<file path="config.mk">
export PLATFORM = sky130hd
export DESIGN_NAME = uart_line_format_control
export DESIGN_NICKNAME = d
export VERILOG_FILES = /design/src/uart_line_format_pkg.sv /design/src/uart_line_format_control.sv
export SDC_FILE = /design/constraint.sdc
export NUM_CORES = 2
export LEC_CHECK = 0
export ABC_AREA = 1
export BUFFER_PORTS_ARGS = -buffer_cell sky130_fd_sc_hd__buf_4
export CAP_MARGIN = 10
export CORE_MARGIN = 3
export CORE_UTILIZATION = 30
export DETAILED_ROUTE_END_ITERATION = 12
export GPL_TIMING_DRIVEN = 0
export SLEW_MARGIN = 20
export SYNTH_ARGS = -nofsm -noshare
export SYNTH_HDL_FRONTEND = slang
export SYNTH_SLANG_ARGS = --single-unit
export TNS_END_PERCENT = 30
</file>
<file path="constraint.sdc">
create_clock -name mclk -period 3.6 [get_ports mclk]
set_input_delay 0.36 -clock mclk [delete_from_list [all_inputs] [get_ports mclk]]
set_output_delay 0.36 -clock mclk [all_outputs]
set_load 0.05 [all_outputs]
</file>
<file path="src/uart_line_format_pkg.sv">
package uart_line_format_pkg;

  // ----------------------------------------------------------------
  // Register offsets
  // ----------------------------------------------------------------
  localparam logic [3:0] OFS_DATA      = 4'h0;  // Holding data / divisor low byte
  localparam logic [3:0] OFS_DIV_HIGH  = 4'h1;  // Divisor high byte
  localparam logic [3:0] OFS_FIFO_CTRL = 4'h2;  // fifo_setup_control (write), ident (read)
  localparam logic [3:0] OFS_LINE_FMT  = 4'h3;  // line_format_control
  localparam logic [3:0] OFS_LINE_STAT = 4'h5;  // Line status

  // ----------------------------------------------------------------
  // Field positions
  // ----------------------------------------------------------------
  localparam int FIFO_EN_BIT  = 0;
  localparam int RX_CLR_BIT   = 1;
  localparam int TX_CLR_BIT   = 2;
  localparam int WLEN_LSB     = 0;
  localparam int STOP_BIT     = 2;
  localparam int PAR_EN_BIT   = 3;
  localparam int PAR_EVEN_BIT = 4;
  localparam int PAR_SET_BIT  = 5;
  localparam int BREAK_BIT    = 6;
  localparam int DIV_EN_BIT   = 7;

  // ----------------------------------------------------------------
  // Reset values and special codes
  // ----------------------------------------------------------------
  localparam logic [7:0] LINE_FMT_RST  = 8'h00;
  localparam logic [7:0] ENHANCED_CODE = 8'hbf;
  localparam logic [7:0] DIV_LOW_RST   = 8'h01;
  localparam logic [7:0] DIV_HIGH_RST  = 8'h00;
  localparam logic [5:0] IDENT_LOW     = 6'h01;

  // ----------------------------------------------------------------
  // Timing counts
  // ----------------------------------------------------------------
  localparam logic [2:0] MIN_WLEN       = 3'h5;
  localparam logic [5:0] TICKS_BIT      = 6'h10;  // Oversampling per bit
  localparam logic [5:0] TICKS_HALF     = 6'h08;
  localparam logic [5:0] TICKS_STOP_1H  = 6'h18;  // One and a half stop bits
  localparam logic [5:0] TICKS_STOP_2   = 6'h20;
  localparam logic [1:0] CLR_XTAL_EDGES = 2'h2;

endpackage : uart_line_format_pkg

</file>
<file path="src/uart_line_format_control.sv">
// Behaviour
// Both FIFOs stay disabled while the FIFO enable bit is 0 (its reset value) and work together once it is 1.
// A FIFO clear completes only after two rising edges of the crystal reference clock.
// Divisor latch enable at bit 7 of line_format_control resets to 0 and opens divisor access at 1.
// While break bit 6 is 1 the serial output is held at 0 until software clears the bit.
// Parity enable bit 3 adds a parity bit on transmit and checks it on receive; at 0 none is used.
// With parity on and not forced, bit 4 at 0 gives odd parity and at 1 even parity, both ways.
// With parity on and bit 5 at 1 the parity bit is the constant inverse of bit 4, both ways.
// Stop bit select at bit 2 gives one stop bit at 0, and at 1 one and a half for 5-bit words, else two.
// Word length bits 00..11 give 5..8 data bits for transmit and receive.
// A FIFO reset bit empties that FIFO and its level without touching the shift register, then drops.
// Divisor bytes are reachable only with bit 7 set and line_format_control not at the enhanced code.
`timescale 1ns/100ps
module uart_line_format_control #(
  parameter int DEPTH = 64
) (
  input  wire logic       mclk,
  input  wire logic       rst,
  input  wire logic       xtalRef,
  input  wire logic [3:0] regAddr,
  input  wire logic       regWrite,
  input  wire logic       regRead,
  input  wire logic [7:0] regWdata,
  output logic      [7:0] regRdata,
  input  wire logic       rxIn,
  output logic            txOut
);

  localparam int PW = $clog2(DEPTH);
  localparam int CW = $clog2(DEPTH + 1);
  localparam logic [CW-1:0] DEPTH_C = CW'(DEPTH);
  localparam logic [CW-1:0] ONE_C   = CW'(1);

  typedef enum logic [2:0] {IDLE, START, DATA, PARITY, STOP} ser_e;

  typedef struct packed {
    logic [7:0]                lineFmt;
    logic                      fifoEn;
    logic [7:0]                divLow;
    logic [7:0]                divHigh;
    logic [DEPTH-1:0][7:0]     txMem;
    logic [PW-1:0]             txWp;
    logic [PW-1:0]             txRp;
    logic [CW-1:0]             txCnt;
    logic [DEPTH-1:0][7:0]     rxMem;
    logic [PW-1:0]             rxWp;
    logic [PW-1:0]             rxRp;
    logic [CW-1:0]             rxCnt;
    logic                      txClr;
    logic                      rxClr;
    logic [1:0]                txEdges;
    logic [1:0]                rxEdges;
    logic                      xSync1;
    logic                      xSync2;
    logic                      xPrev;
    logic                      rSync1;
    logic                      rSync2;
    logic [15:0]               baudCnt;
    ser_e                      txState;
    logic [5:0]                txTick;
    logic [2:0]                txBit;
    logic [7:0]                txShift;
    logic                      txPar;
    logic                      txLine;
    ser_e                      rxState;
    logic [5:0]                rxTick;
    logic [2:0]                rxBit;
    logic [7:0]                rxShift;
    logic                      rxPar;
    logic                      parErr;
    logic                      frmErr;
    logic                      ovrErr;
    logic [7:0]                rdata;
  } state_s;

  state_s r;
  state_s n;

  // ------------------------------------------------------------------
  // Format decode
  // ------------------------------------------------------------------
  function automatic logic parity_bit(input logic [7:0] fmt, input logic [7:0] d);
    logic [7:0] m;
    m = d & ~(8'hff << (4'(uart_line_format_pkg::MIN_WLEN) + 4'(fmt[1:0])));
    if (fmt[uart_line_format_pkg::PAR_SET_BIT]) begin
      parity_bit = ~fmt[uart_line_format_pkg::PAR_EVEN_BIT];
    end else if (fmt[uart_line_format_pkg::PAR_EVEN_BIT]) begin
      parity_bit = ^m;
    end else begin
      parity_bit = ~^m;
    end
  endfunction : parity_bit

  logic       tick;
  logic [2:0] lastBit;
  logic [5:0] stopTicks;
  logic       divOpen;
  logic       xRise;
  logic       txPush;
  logic       txPop;
  logic       rxPush;
  logic       rxPop;
  logic [CW-1:0] cap;
  logic [7:0] rxWord;

  always_comb begin
    n         = r;
    tick      = (r.baudCnt == 16'h0000);
    lastBit   = 3'(uart_line_format_pkg::MIN_WLEN + 3'(r.lineFmt[1:0]) - 3'h1);
    divOpen   = r.lineFmt[uart_line_format_pkg::DIV_EN_BIT]
                && (r.lineFmt != uart_line_format_pkg::ENHANCED_CODE);
    if (!r.lineFmt[uart_line_format_pkg::STOP_BIT]) begin
      stopTicks = uart_line_format_pkg::TICKS_BIT;
    end else if (r.lineFmt[1:0] == 2'b00) begin
      stopTicks = uart_line_format_pkg::TICKS_STOP_1H;
    end else begin
      stopTicks = uart_line_format_pkg::TICKS_STOP_2;
    end
    cap       = r.fifoEn ? DEPTH_C : ONE_C;
    txPush    = 1'b0;
    txPop     = 1'b0;
    rxPush    = 1'b0;
    rxPop     = 1'b0;
    rxWord    = r.rxShift >> (3'h7 - lastBit);

    // ----------------------------------------------------------------
    // Synchronisers and baud tick
    // ----------------------------------------------------------------
    n.xSync1  = xtalRef;
    n.xSync2  = r.xSync1;
    n.xPrev   = r.xSync2;
    xRise     = r.xSync2 && !r.xPrev;
    n.rSync1  = rxIn;
    n.rSync2  = r.rSync1;
    n.baudCnt = tick ? ({r.divHigh, r.divLow} - 16'h0001) : (r.baudCnt - 16'h0001);
    if (tick && {r.divHigh, r.divLow} == 16'h0000) begin
      n.baudCnt = 16'h0000;
    end

    // ----------------------------------------------------------------
    // Register access
    // ----------------------------------------------------------------
    if (regWrite) begin
      case (regAddr)
        uart_line_format_pkg::OFS_DATA: begin
          if (divOpen) begin
            n.divLow = regWdata;
          end else if (!r.lineFmt[uart_line_format_pkg::DIV_EN_BIT]) begin
            txPush = (r.txCnt < cap);
          end
        end
        uart_line_format_pkg::OFS_DIV_HIGH: begin
          if (divOpen) begin
            n.divHigh = regWdata;
          end
        end
        uart_line_format_pkg::OFS_FIFO_CTRL: begin
          n.fifoEn = regWdata[uart_line_format_pkg::FIFO_EN_BIT];
          if (regWdata[uart_line_format_pkg::TX_CLR_BIT]) begin
            n.txClr   = 1'b1;
            n.txEdges = 2'h0;
          end
          if (regWdata[uart_line_format_pkg::RX_CLR_BIT]) begin
            n.rxClr   = 1'b1;
            n.rxEdges = 2'h0;
          end
        end
        uart_line_format_pkg::OFS_LINE_FMT: n.lineFmt = regWdata;
        default: ;
      endcase
    end
    if (regRead) begin
      case (regAddr)
        uart_line_format_pkg::OFS_DATA: begin
          if (divOpen) begin
            n.rdata = r.divLow;
          end else if (!r.lineFmt[uart_line_format_pkg::DIV_EN_BIT]) begin
            n.rdata = r.rxMem[r.rxRp];
            rxPop   = (r.rxCnt != '0);
          end else begin
            n.rdata = 8'h00;
          end
        end
        uart_line_format_pkg::OFS_DIV_HIGH:  n.rdata = divOpen ? r.divHigh : 8'h00;
        uart_line_format_pkg::OFS_FIFO_CTRL:
          n.rdata = {r.fifoEn, r.fifoEn, uart_line_format_pkg::IDENT_LOW};
        uart_line_format_pkg::OFS_LINE_FMT:  n.rdata = r.lineFmt;
        uart_line_format_pkg::OFS_LINE_STAT: begin
          n.rdata  = {1'b0, (r.txCnt == '0) && (r.txState == IDLE), r.txCnt == '0,
                      1'b0, r.frmErr, r.parErr, r.ovrErr, r.rxCnt != '0};
          n.parErr = 1'b0;
          n.frmErr = 1'b0;
          n.ovrErr = 1'b0;
        end
        default: n.rdata = 8'h00;
      endcase
    end

    // ----------------------------------------------------------------
    // Transmitter
    // ----------------------------------------------------------------
    case (r.txState)
      IDLE: begin
        n.txLine = 1'b1;
        if (tick && r.txCnt != '0 && !r.txClr) begin
          txPop     = 1'b1;
          n.txShift = r.txMem[r.txRp];
          n.txPar   = parity_bit(r.lineFmt, r.txMem[r.txRp]);
          n.txState = START;
          n.txTick  = 6'h0;
          n.txLine  = 1'b0;
        end
      end
      START, DATA, PARITY, STOP: begin
        if (tick) begin
          n.txTick = r.txTick + 6'h1;
          if (r.txState != STOP && r.txTick == uart_line_format_pkg::TICKS_BIT - 6'h1) begin
            n.txTick = 6'h0;
            if (r.txState == START || (r.txState == DATA && r.txBit != lastBit)) begin
              n.txBit   = (r.txState == START) ? 3'h0 : r.txBit + 3'h1;
              n.txLine  = (r.txState == START) ? r.txShift[0] : r.txShift[1];
              n.txShift = (r.txState == START) ? r.txShift : r.txShift >> 1;
              n.txState = DATA;
            end else if (r.txState == DATA && r.lineFmt[uart_line_format_pkg::PAR_EN_BIT]) begin
              n.txState = PARITY;
              n.txLine  = r.txPar;
            end else begin
              n.txState = STOP;
              n.txLine  = 1'b1;
            end
          end else if (r.txState == STOP && r.txTick == stopTicks - 6'h1) begin
            n.txState = IDLE;
          end
        end
      end
      default: n.txState = IDLE;
    endcase

    // ----------------------------------------------------------------
    // Receiver
    // ----------------------------------------------------------------
    case (r.rxState)
      IDLE: begin
        if (tick && !r.rSync2) begin
          n.rxState = START;
          n.rxTick  = 6'h0;
        end
      end
      START, DATA, PARITY, STOP: begin
        if (tick) begin
          n.rxTick = r.rxTick + 6'h1;
          if (r.rxState == START && r.rxTick == uart_line_format_pkg::TICKS_HALF - 6'h1) begin
            n.rxTick  = 6'h0;
            n.rxBit   = 3'h0;
            n.rxState = r.rSync2 ? IDLE : DATA;
          end else if (r.rxState != START
                       && r.rxTick == uart_line_format_pkg::TICKS_BIT - 6'h1) begin
            n.rxTick = 6'h0;
            if (r.rxState == DATA) begin
              n.rxShift = {r.rSync2, r.rxShift[7:1]};
              n.rxBit   = r.rxBit + 3'h1;
              if (r.rxBit == lastBit) begin
                n.rxState = r.lineFmt[uart_line_format_pkg::PAR_EN_BIT] ? PARITY : STOP;
              end
            end else if (r.rxState == PARITY) begin
              n.rxPar   = r.rSync2;
              n.rxState = STOP;
            end else begin
              n.rxState = IDLE;
              rxPush    = !r.rxClr;
              if (!r.rSync2) begin
                n.frmErr = 1'b1;
              end
              if (r.lineFmt[uart_line_format_pkg::PAR_EN_BIT]
                  && r.rxPar != parity_bit(r.lineFmt, rxWord)) begin
                n.parErr = 1'b1;
              end
            end
          end
        end
      end
      default: n.rxState = IDLE;
    endcase

    // ----------------------------------------------------------------
    // FIFO storage
    // ----------------------------------------------------------------
    if (txPush) begin
      n.txMem[r.txWp] = regWdata;
      n.txWp          = r.fifoEn ? PW'(r.txWp + 1'b1) : r.txWp;
    end
    if (txPop) begin
      n.txRp = r.fifoEn ? PW'(r.txRp + 1'b1) : r.txRp;
    end
    n.txCnt = r.txCnt + CW'(txPush) - CW'(txPop);
    if (rxPush && r.rxCnt >= cap) begin
      rxPush   = 1'b0;
      n.ovrErr = 1'b1;
    end
    if (rxPush) begin
      n.rxMem[r.rxWp] = rxWord;
      n.rxWp          = r.fifoEn ? PW'(r.rxWp + 1'b1) : r.rxWp;
    end
    if (rxPop) begin
      n.rxRp = r.fifoEn ? PW'(r.rxRp + 1'b1) : r.rxRp;
    end
    n.rxCnt = r.rxCnt + CW'(rxPush) - CW'(rxPop);

    // Clears wait for crystal edges; shift registers are left alone
    if (r.txClr && xRise) begin
      n.txEdges = r.txEdges + 2'h1;
      if (r.txEdges == uart_line_format_pkg::CLR_XTAL_EDGES - 2'h1) begin
        n.txClr = 1'b0;
        n.txWp  = '0;
        n.txRp  = '0;
        n.txCnt = '0;
      end
    end
    if (r.rxClr && xRise) begin
      n.rxEdges = r.rxEdges + 2'h1;
      if (r.rxEdges == uart_line_format_pkg::CLR_XTAL_EDGES - 2'h1) begin
        n.rxClr = 1'b0;
        n.rxWp  = '0;
        n.rxRp  = '0;
        n.rxCnt = '0;
      end
    end
  end

  // ------------------------------------------------------------------
  // State register
  // ------------------------------------------------------------------
  always_ff @(posedge mclk) begin
    if (rst) begin
      r         <= '0;
      r.lineFmt <= uart_line_format_pkg::LINE_FMT_RST;
      r.divLow  <= uart_line_format_pkg::DIV_LOW_RST;
      r.divHigh <= uart_line_format_pkg::DIV_HIGH_RST;
      r.txLine  <= 1'b1;
      r.xSync1  <= 1'b0;
      r.rSync1  <= 1'b1;
      r.rSync2  <= 1'b1;
      r.txState <= IDLE;
      r.rxState <= IDLE;
    end else begin
      r <= n;
    end
  end

  // Break overrides the line from a flop of its own
  logic txOut_r;
  always_ff @(posedge mclk) begin
    if (rst) begin
      txOut_r <= 1'b1;
    end else begin
      txOut_r <= n.txLine && !n.lineFmt[uart_line_format_pkg::BREAK_BIT];
    end
  end

  assign txOut    = txOut_r;
  assign regRdata = r.rdata;

endmodule : uart_line_format_control

</file>
# [Word-level counts from Yosys, hierarchy flattened]
# Cells that the tools add are included.
[classes] reduce_logical=71 mux=118 n_eq_ne=34 shifts=2 addsub=21 bitwise_logic=6 order_cmp=8
[ops] operator="bitwise mux 512 bit" n=2
[ops] operator="binary-select mux 8 bit (select 6 bit)" n=2
[ops] operator="demux 8 bit (select 6 bit)" n=2
[ops] operator="two-way mux 8 bit" n=12
[ops] operator="two-way mux 19 bit" n=4
[ops] operator="two-way mux 6 bit" n=12
[ops] operator="two-way mux 23 bit" n=2
[ops] operator="two-way mux 11 bit" n=4
[ops] operator="two-way mux 1 bit" n=43
[ops] operator="case mux 8 bit (5 select lines)" n=1
[ops] operator="adder 6 x 1 -> 6 bit, second input constant" n=6
[ops] operator="two-way mux 3 bit" n=11
[ops] operator="zero test 16 bit" n=2
[ops] operator="subtractor 16 x 1 -> 16 bit, second input constant" n=2
[ops] operator="less-than comparator 6 x 7 -> 1 bit, second input constant" n=4
[ops] operator="two-way mux 24 bit" n=1
[ops] operator="case mux 6 bit (2 select lines)" n=2
[ops] operator="nonzero test 2 bit" n=12
[ops] operator="AND reduction 3 bit" n=7
[ops] operator="logical AND 1 bit" n=20
[ops] operator="two-way mux 20 bit" n=1
[ops] operator="two-way mux 9 bit" n=2
[ops] operator="two-way mux 17 bit" n=1
[ops] operator="bitwise AND 8 bit" n=2
[ops] operator="other kinds (58)" n=103
[word_totals] regBits=1169 word_cells=425

# [Longest topological paths before layout]
[depth] word_depth=23 ltp_mapped=24 mapped_depth_nobuf=21

# [Worst setup path after synthesis]
# No wires, ideal clock.
[synth_path] path_type="flip-flop to flip-flop" start="reg r[23] in the netlist's numbering" end="reg r[87] in the netlist's numbering" path_stages_with_launch=21 synth_period_minus_slack_ns=3.098 setup_slack_ns=0.502 arrival_ns=2.975 path_buffers=0 setup_ns=0.123 cell_sequence="dfxtp_1 ha_1 nand2_2 nor3_2 inv_1 nor2_1 inv_1 nor2_2 inv_2 nor2_1 nand3_1 ha_1 inv_1 ha_1 fa_1 a21oi_1 o21ai_0 a21oi_1 o21bai_1 o21bai_1 a21oi_1"
[synth_via] elab_chain_len=12 word_cells_on_any_way=14
[synth_lines] item="start: declaration" line_no="uart_line_format_control.sv:76" source="state_s r;"
[synth_lines] item="start signal: assignment" line_no="uart_line_format_control.sv:346" source="r <= n;"
[synth_lines] item="equality test 6 x 4 -> 1 bit" line_no="uart_line_format_control.sv:257" source="&& r.rxTick == uart_line_format_pkg::TICKS_BIT - 6'h1) begin"
[synth_lines] item="logical AND 1 bit" line_no="uart_line_format_control.sv:257"
[synth_lines] item="two-way mux 1 bit" line_no="uart_line_format_control.sv:256" source="end else if (r.rxState != START"
[synth_lines] item="two-way mux 1 bit (*)" line_no="uart_line_format_control.sv:252" source="if (r.rxState == START && r.rxTick == uart_line_format_pkg::TICKS_HALF - 6'h1) begin"
[synth_lines] item="two-way mux 1 bit (*)" line_no="uart_line_format_control.sv:250" source="if (tick) begin"
[synth_lines] item="two-way mux 1 bit (*)" line_no="uart_line_format_control.sv:242" source="case (r.rxState)"
[synth_lines] item="logical AND 1 bit" line_no="uart_line_format_control.sv:296" source="if (rxPush && r.rxCnt >= cap) begin"
[synth_lines] item="two-way mux 1 bit (*)" line_no="uart_line_format_control.sv:296"
[synth_lines] item="adder 7 x 1 -> 7 bit (*)" line_no="uart_line_format_control.sv:307" source="n.rxCnt = r.rxCnt + CW'(rxPush) - CW'(rxPop);"
[synth_lines] item="subtractor 7 x 1 -> 7 bit (*)" line_no="uart_line_format_control.sv:307"
[synth_lines] item="two-way mux 19 bit" line_no="uart_line_format_control.sv:321" source="if (r.rxEdges == uart_line_format_pkg::CLR_XTAL_EDGES - 2'h1) begin"
[synth_lines] item="two-way mux 19 bit (*)" line_no="uart_line_format_control.sv:319" source="if (r.rxClr && xRise) begin"
# Mark *: on every way between the ends. The rest lies on a longest branch, timed or not.
# A chain may end at the register's enable or synchronous reset.

# [Worst setup path after layout]
[layout_path] start="reg r[89] in the netlist's numbering" end="reg r, in the netlist regRdata[2]"
[layout_via] elab_chain_len=5
[layout_lines] item="binary-select mux 8 bit (select 6 bit)" line_no="uart_line_format_control.sv:178" source="n.rdata = r.rxMem[r.rxRp];"
[layout_lines] item="two-way mux 8 bit (implied by the code)" line_no="uart_line_format_control.sv:178"
[layout_lines] item="two-way mux 8 bit" line_no="uart_line_format_control.sv:177" source="end else if (!r.lineFmt[uart_line_format_pkg::DIV_EN_BIT]) begin"
[layout_lines] item="two-way mux 8 bit" line_no="uart_line_format_control.sv:175" source="if (divOpen) begin"
[layout_lines] item="case mux 8 bit (5 select lines)" line_no="uart_line_format_control.sv:173" source="case (regAddr)"
# No other way between the ends. The select of a mux whose other input is x is not followed.

==> results.sh <==
export IMPL_min_path_type="primary input to flop"
export IMPL_cts_tree="built"
export IMPL_cts_sinks=1169
export IMPL_cts_clk_slew_worst_paths_ps=70
export IMPL_die_x_um=427
export IMPL_synth_edff_count=0
export IMPL_final_cell_mix="dfxtp_1, a21oi_1, nand2_1, o21ai_0, o21a_1"
export IMPL_initial_core_util_pct=30.2
export IMPL_syn_to_final_growth_pct=14.8
export IMPL_cp_arrival_ps=4440
export IMPL_whs_endpoint="r[885]$_SDFFE_PP0P_"
export IMPL_fin_crit_sh_pct=104
export IMPL_dp_hpwl_um=181000
export IMPL_fmax_mhz=268
export IMPL_stdcell_count=9574
export IMPL_p_int_w=0.0216
export IMPL_vdd_drop_max_mv=0.454
export IMPL_drtIter0Drc=7978
export IMPL_syn_cell_area_um2=53300
export IMPL_p_sw_w=0.00761
export IMPL_via_per_inst=5.82
export IMPL_grt_pass1_vias=50500
export IMPL_dieArea_um2=183000
export IMPL_fill_cells=18700
export IMPL_leakagePower_nw=22.4
export IMPL_drv_cap=0
export IMPL_status="finished, violations left"
export IMPL_worstSetupStartpointType="flop"
export IMPL_core_um2=176000
export IMPL_htreeDepth=3
export IMPL_synth_top_family_by_area="compound AO/OA/AOI/OAI gates"
export IMPL_routabilityCongestion=1.04
export IMPL_clockPowerShare_pct=46.3
export IMPL_drt_total_wl_um=267000
export IMPL_worst_pin_slew_ps=1340
export IMPL_relSlewSlack_pct=10.6
export IMPL_remaining_drc_errors=0
export IMPL_rsz0062_at_grt="yes"
export IMPL_synth_simple_area_share_pct=16.3
export IMPL_die_y_um=427
export IMPL_clock_path_buffers=3
export IMPL_finalSetupViolCount=5
export IMPL_skew_ps=20.8
export IMPL_synth_compound_area_share_pct=30.4
export IMPL_yosysWarnings=0
export IMPL_synthFlopType="dfxtp_1"
export IMPL_criticalPathCategory="flop to flop"
export IMPL_dp_cells=9332
export IMPL_synth_adder_area_share_pct=0.968
export IMPL_switching_share_pct=26.0
export IMPL_p_seq_share_pct=45.0
export IMPL_clkLatencyLatePin_ps=780
export IMPL_synth_area_mux_share_pct=0
export IMPL_power_density_nw_per_um2=478
export IMPL_r2r_start="r[89]$_SDFF_PP0_"
export IMPL_syn_instance_count=6966
export IMPL_antenna_found_initial=10
export IMPL_grt_max_degree=15
export IMPL_cts_buffers=120
export IMPL_r2r_slack_ps=-140
export IMPL_grt_total_usage_pct=27.9
export IMPL_io_pins=27
export IMPL_port_buffers=25
export IMPL_mostFrequentLayoutCell="dfxtp_1"
export IMPL_drive_above_1_share_pct=10.1
export IMPL_grt_pass1_wl_um=368000
export IMPL_r2r_end="regRdata[2]$_SDFFE_PP0P_"
export IMPL_reg2reg_depth=12
export IMPL_wire_per_inst_um=27.8
export IMPL_cts_root_buf="clkbuf_16"
export IMPL_yosys_area_top_type="dfxtp_1"
export IMPL_yosysSeqAreaShare_pct=43.9
export IMPL_via_count=55800
export IMPL_drt_first_pass_iters=8
export IMPL_grt_overflow_total=0
export IMPL_synth_seq_cells=1169
export IMPL_synth_distinct_cells=55
export IMPL_synth_xor_area_share_pct=0.510
export IMPL_p_comb_share_pct=8.7
export IMPL_tns_ps=-260
export IMPL_yosysTopAreaCellShare_pct=43.9
export IMPL_synthArstFlopShare_pct=0
export IMPL_synth_nets=7024
export IMPL_fin_nets=7186
export IMPL_synth_area_leaders="dfxtp_1, a21oi_1, o21a_1"
export IMPL_syn_avg_cell_area_um2=7.65
export IMPL_cp_end_kind="flop"
export IMPL_hold_viol=0
export IMPL_violations="setup timing"
export IMPL_drtAntennaViolNets=0
export IMPL_worst_slack_ps=-137
export IMPL_min_period_ps=3740
export IMPL_core_rowCount=154
export IMPL_holdCritStartpoint="regWdata[6]"
export IMPL_whs_path_depth=3
export IMPL_report_final_slew_viol_count=0
export IMPL_worstPathMaxFanout=10
export IMPL_crit_required_ps=4300
## power by group through the flow
| stage | clock network, W | logic, W | registers, W |
|---|---|---|---|
| finish | 0.0135 | 0.00253 | 0.0132 |
| global route | 0.0140 | 0.00275 | 0.0132 |
| CTS | 0.0135 | 0.00244 | 0.0132 |
| detailed placement | 0 | 0.00240 | 0.0134 |
| global placement | 0 | 0.00237 | 0.0134 |
| floorplan | 0 | 0.00162 | 0.0134 |
## cell type report
class | count | area (µm²) | share of cell area, %
antenna | 11 | 27.5 | 0.0450
buffer | 580 | 2940 | 4.81
clock buffer | 171 | 3440 | 5.62
clock inverter | 46 | 679 | 1.11
inverter | 408 | 1550 | 2.53
multi-input combinational | 4807 | 25800 | 42.2
sequential | 1169 | 23400 | 38.3
tap | 2340 | 2930 | 4.79
timing repair buffer | 42 | 359 | 0.587
## logic make-up after synthesis
kind of cell               after synthesis
buffers and inverters                  990
AOI/OAI and AO/OA                     2788
and+or+nand+nor                       1948
DFF                                   1169
adders and majority gates               40
xor gates and xnor gates                31
## state kept, by name, summed over array words and instances (netlist names)
register,count
regRdata,8
r,1157
txOut,1
n,3
## through the flow
step / utilization [%] / cell area [µm²] / setup slack, ps / hold WS, ps / power [W]
after floorplan: - / 53300 / 502 / 388 / 0.0151
after global placement: 32.0 / 56400 / -734 / 398 / 0.0158
after detailed placement: 32.0 / 56500 / -637 / 404 / 0.0158
after CTS: 34.6 / 60900 / 5.45 / 13.5 / 0.0291
after global routing: 34.7 / 61100 / -7.53 / 17.0 / 0.0299
final: 34.7 / 61100 / -137 / 40.0 / 0.0292
## cell usage after synthesis (all sizes together), types with 4 or more instances
| library cell | n |
|---|---|
| a21oi | 1207 |
| dfxtp | 1169 |
| nand2 | 849 |
| o21ai | 758 |
| o21a | 606 |
| nand3 | 534 |
| nor2 | 479 |
| inv | 394 |
| clkbuf | 392 |
| buf | 188 |
| o22ai | 82 |
| o211ai | 74 |
| nor3 | 45 |
| ha | 38 |
| xor2 | 26 |
| o221ai | 22 |
| nand4 | 20 |
| clkinv | 14 |
| a211oi | 11 |
| or2 | 9 |
| a221oi | 7 |
| nor4 | 7 |
| o21bai | 7 |
| o31ai | 5 |
| xnor2 | 5 |
| a31oi | 4 |
## metal layers
metal	global-route usage, %	share of wire, %
met1	34.3	37
met4	19.8	9.0
met3	8.71	13
met5	0.108	0
met2	41.3	41
## repair_timing
item                                    4_1_cts  5_1_grt
pin swaps                                     0        2
endpoints found under the hold margin        16        0
setup buffers                                 0        4
resized for setup                            96      146
hold buffers                                 10        0
endpoints found under the setup margin      397       58
## critical path, stage by stage (launching register included)
cell and delay, ps:
dfxtp_1 370, clkinv_1 160, clkbuf_1 960, o21ai_0 440, o22ai_1 350, o211ai_1 170, nand3_1 190, nand3_1 140
a21oi_2 310, a21oi_1 150, o21ai_0 220, nand2_1 80, a21oi_1 120
## how the worst max path moves through the flow
| stage | cells after the start | slack [ps] | from | to |
|---|---|---|---|---|
| detailed placement | 10 | -640 | r[1159]$_SDFFE_PP0P_ | r[1109]$_SDFFE_PP0P_ |
| floorplan | 20 | 500 | r[23]$_SDFFE_PP0P_ | r[87]$_SDFF_PP0_ |
| global placement | 13 | -730 | r[88]$_SDFF_PP0_ | regRdata[2]$_SDFFE_PP0P_ |
| CTS | 22 | 5 | r[619]$_SDFF_PP0_ | r[33]$_SDFFE_PP0N_ |
| finish | 12 | -140 | r[89]$_SDFF_PP0_ | regRdata[2]$_SDFFE_PP0P_ |
| global route | 12 | -8 | r[89]$_SDFF_PP0_ | regRdata[3]$_SDFFE_PP0P_ |
(Power assumes the default switching activity.)
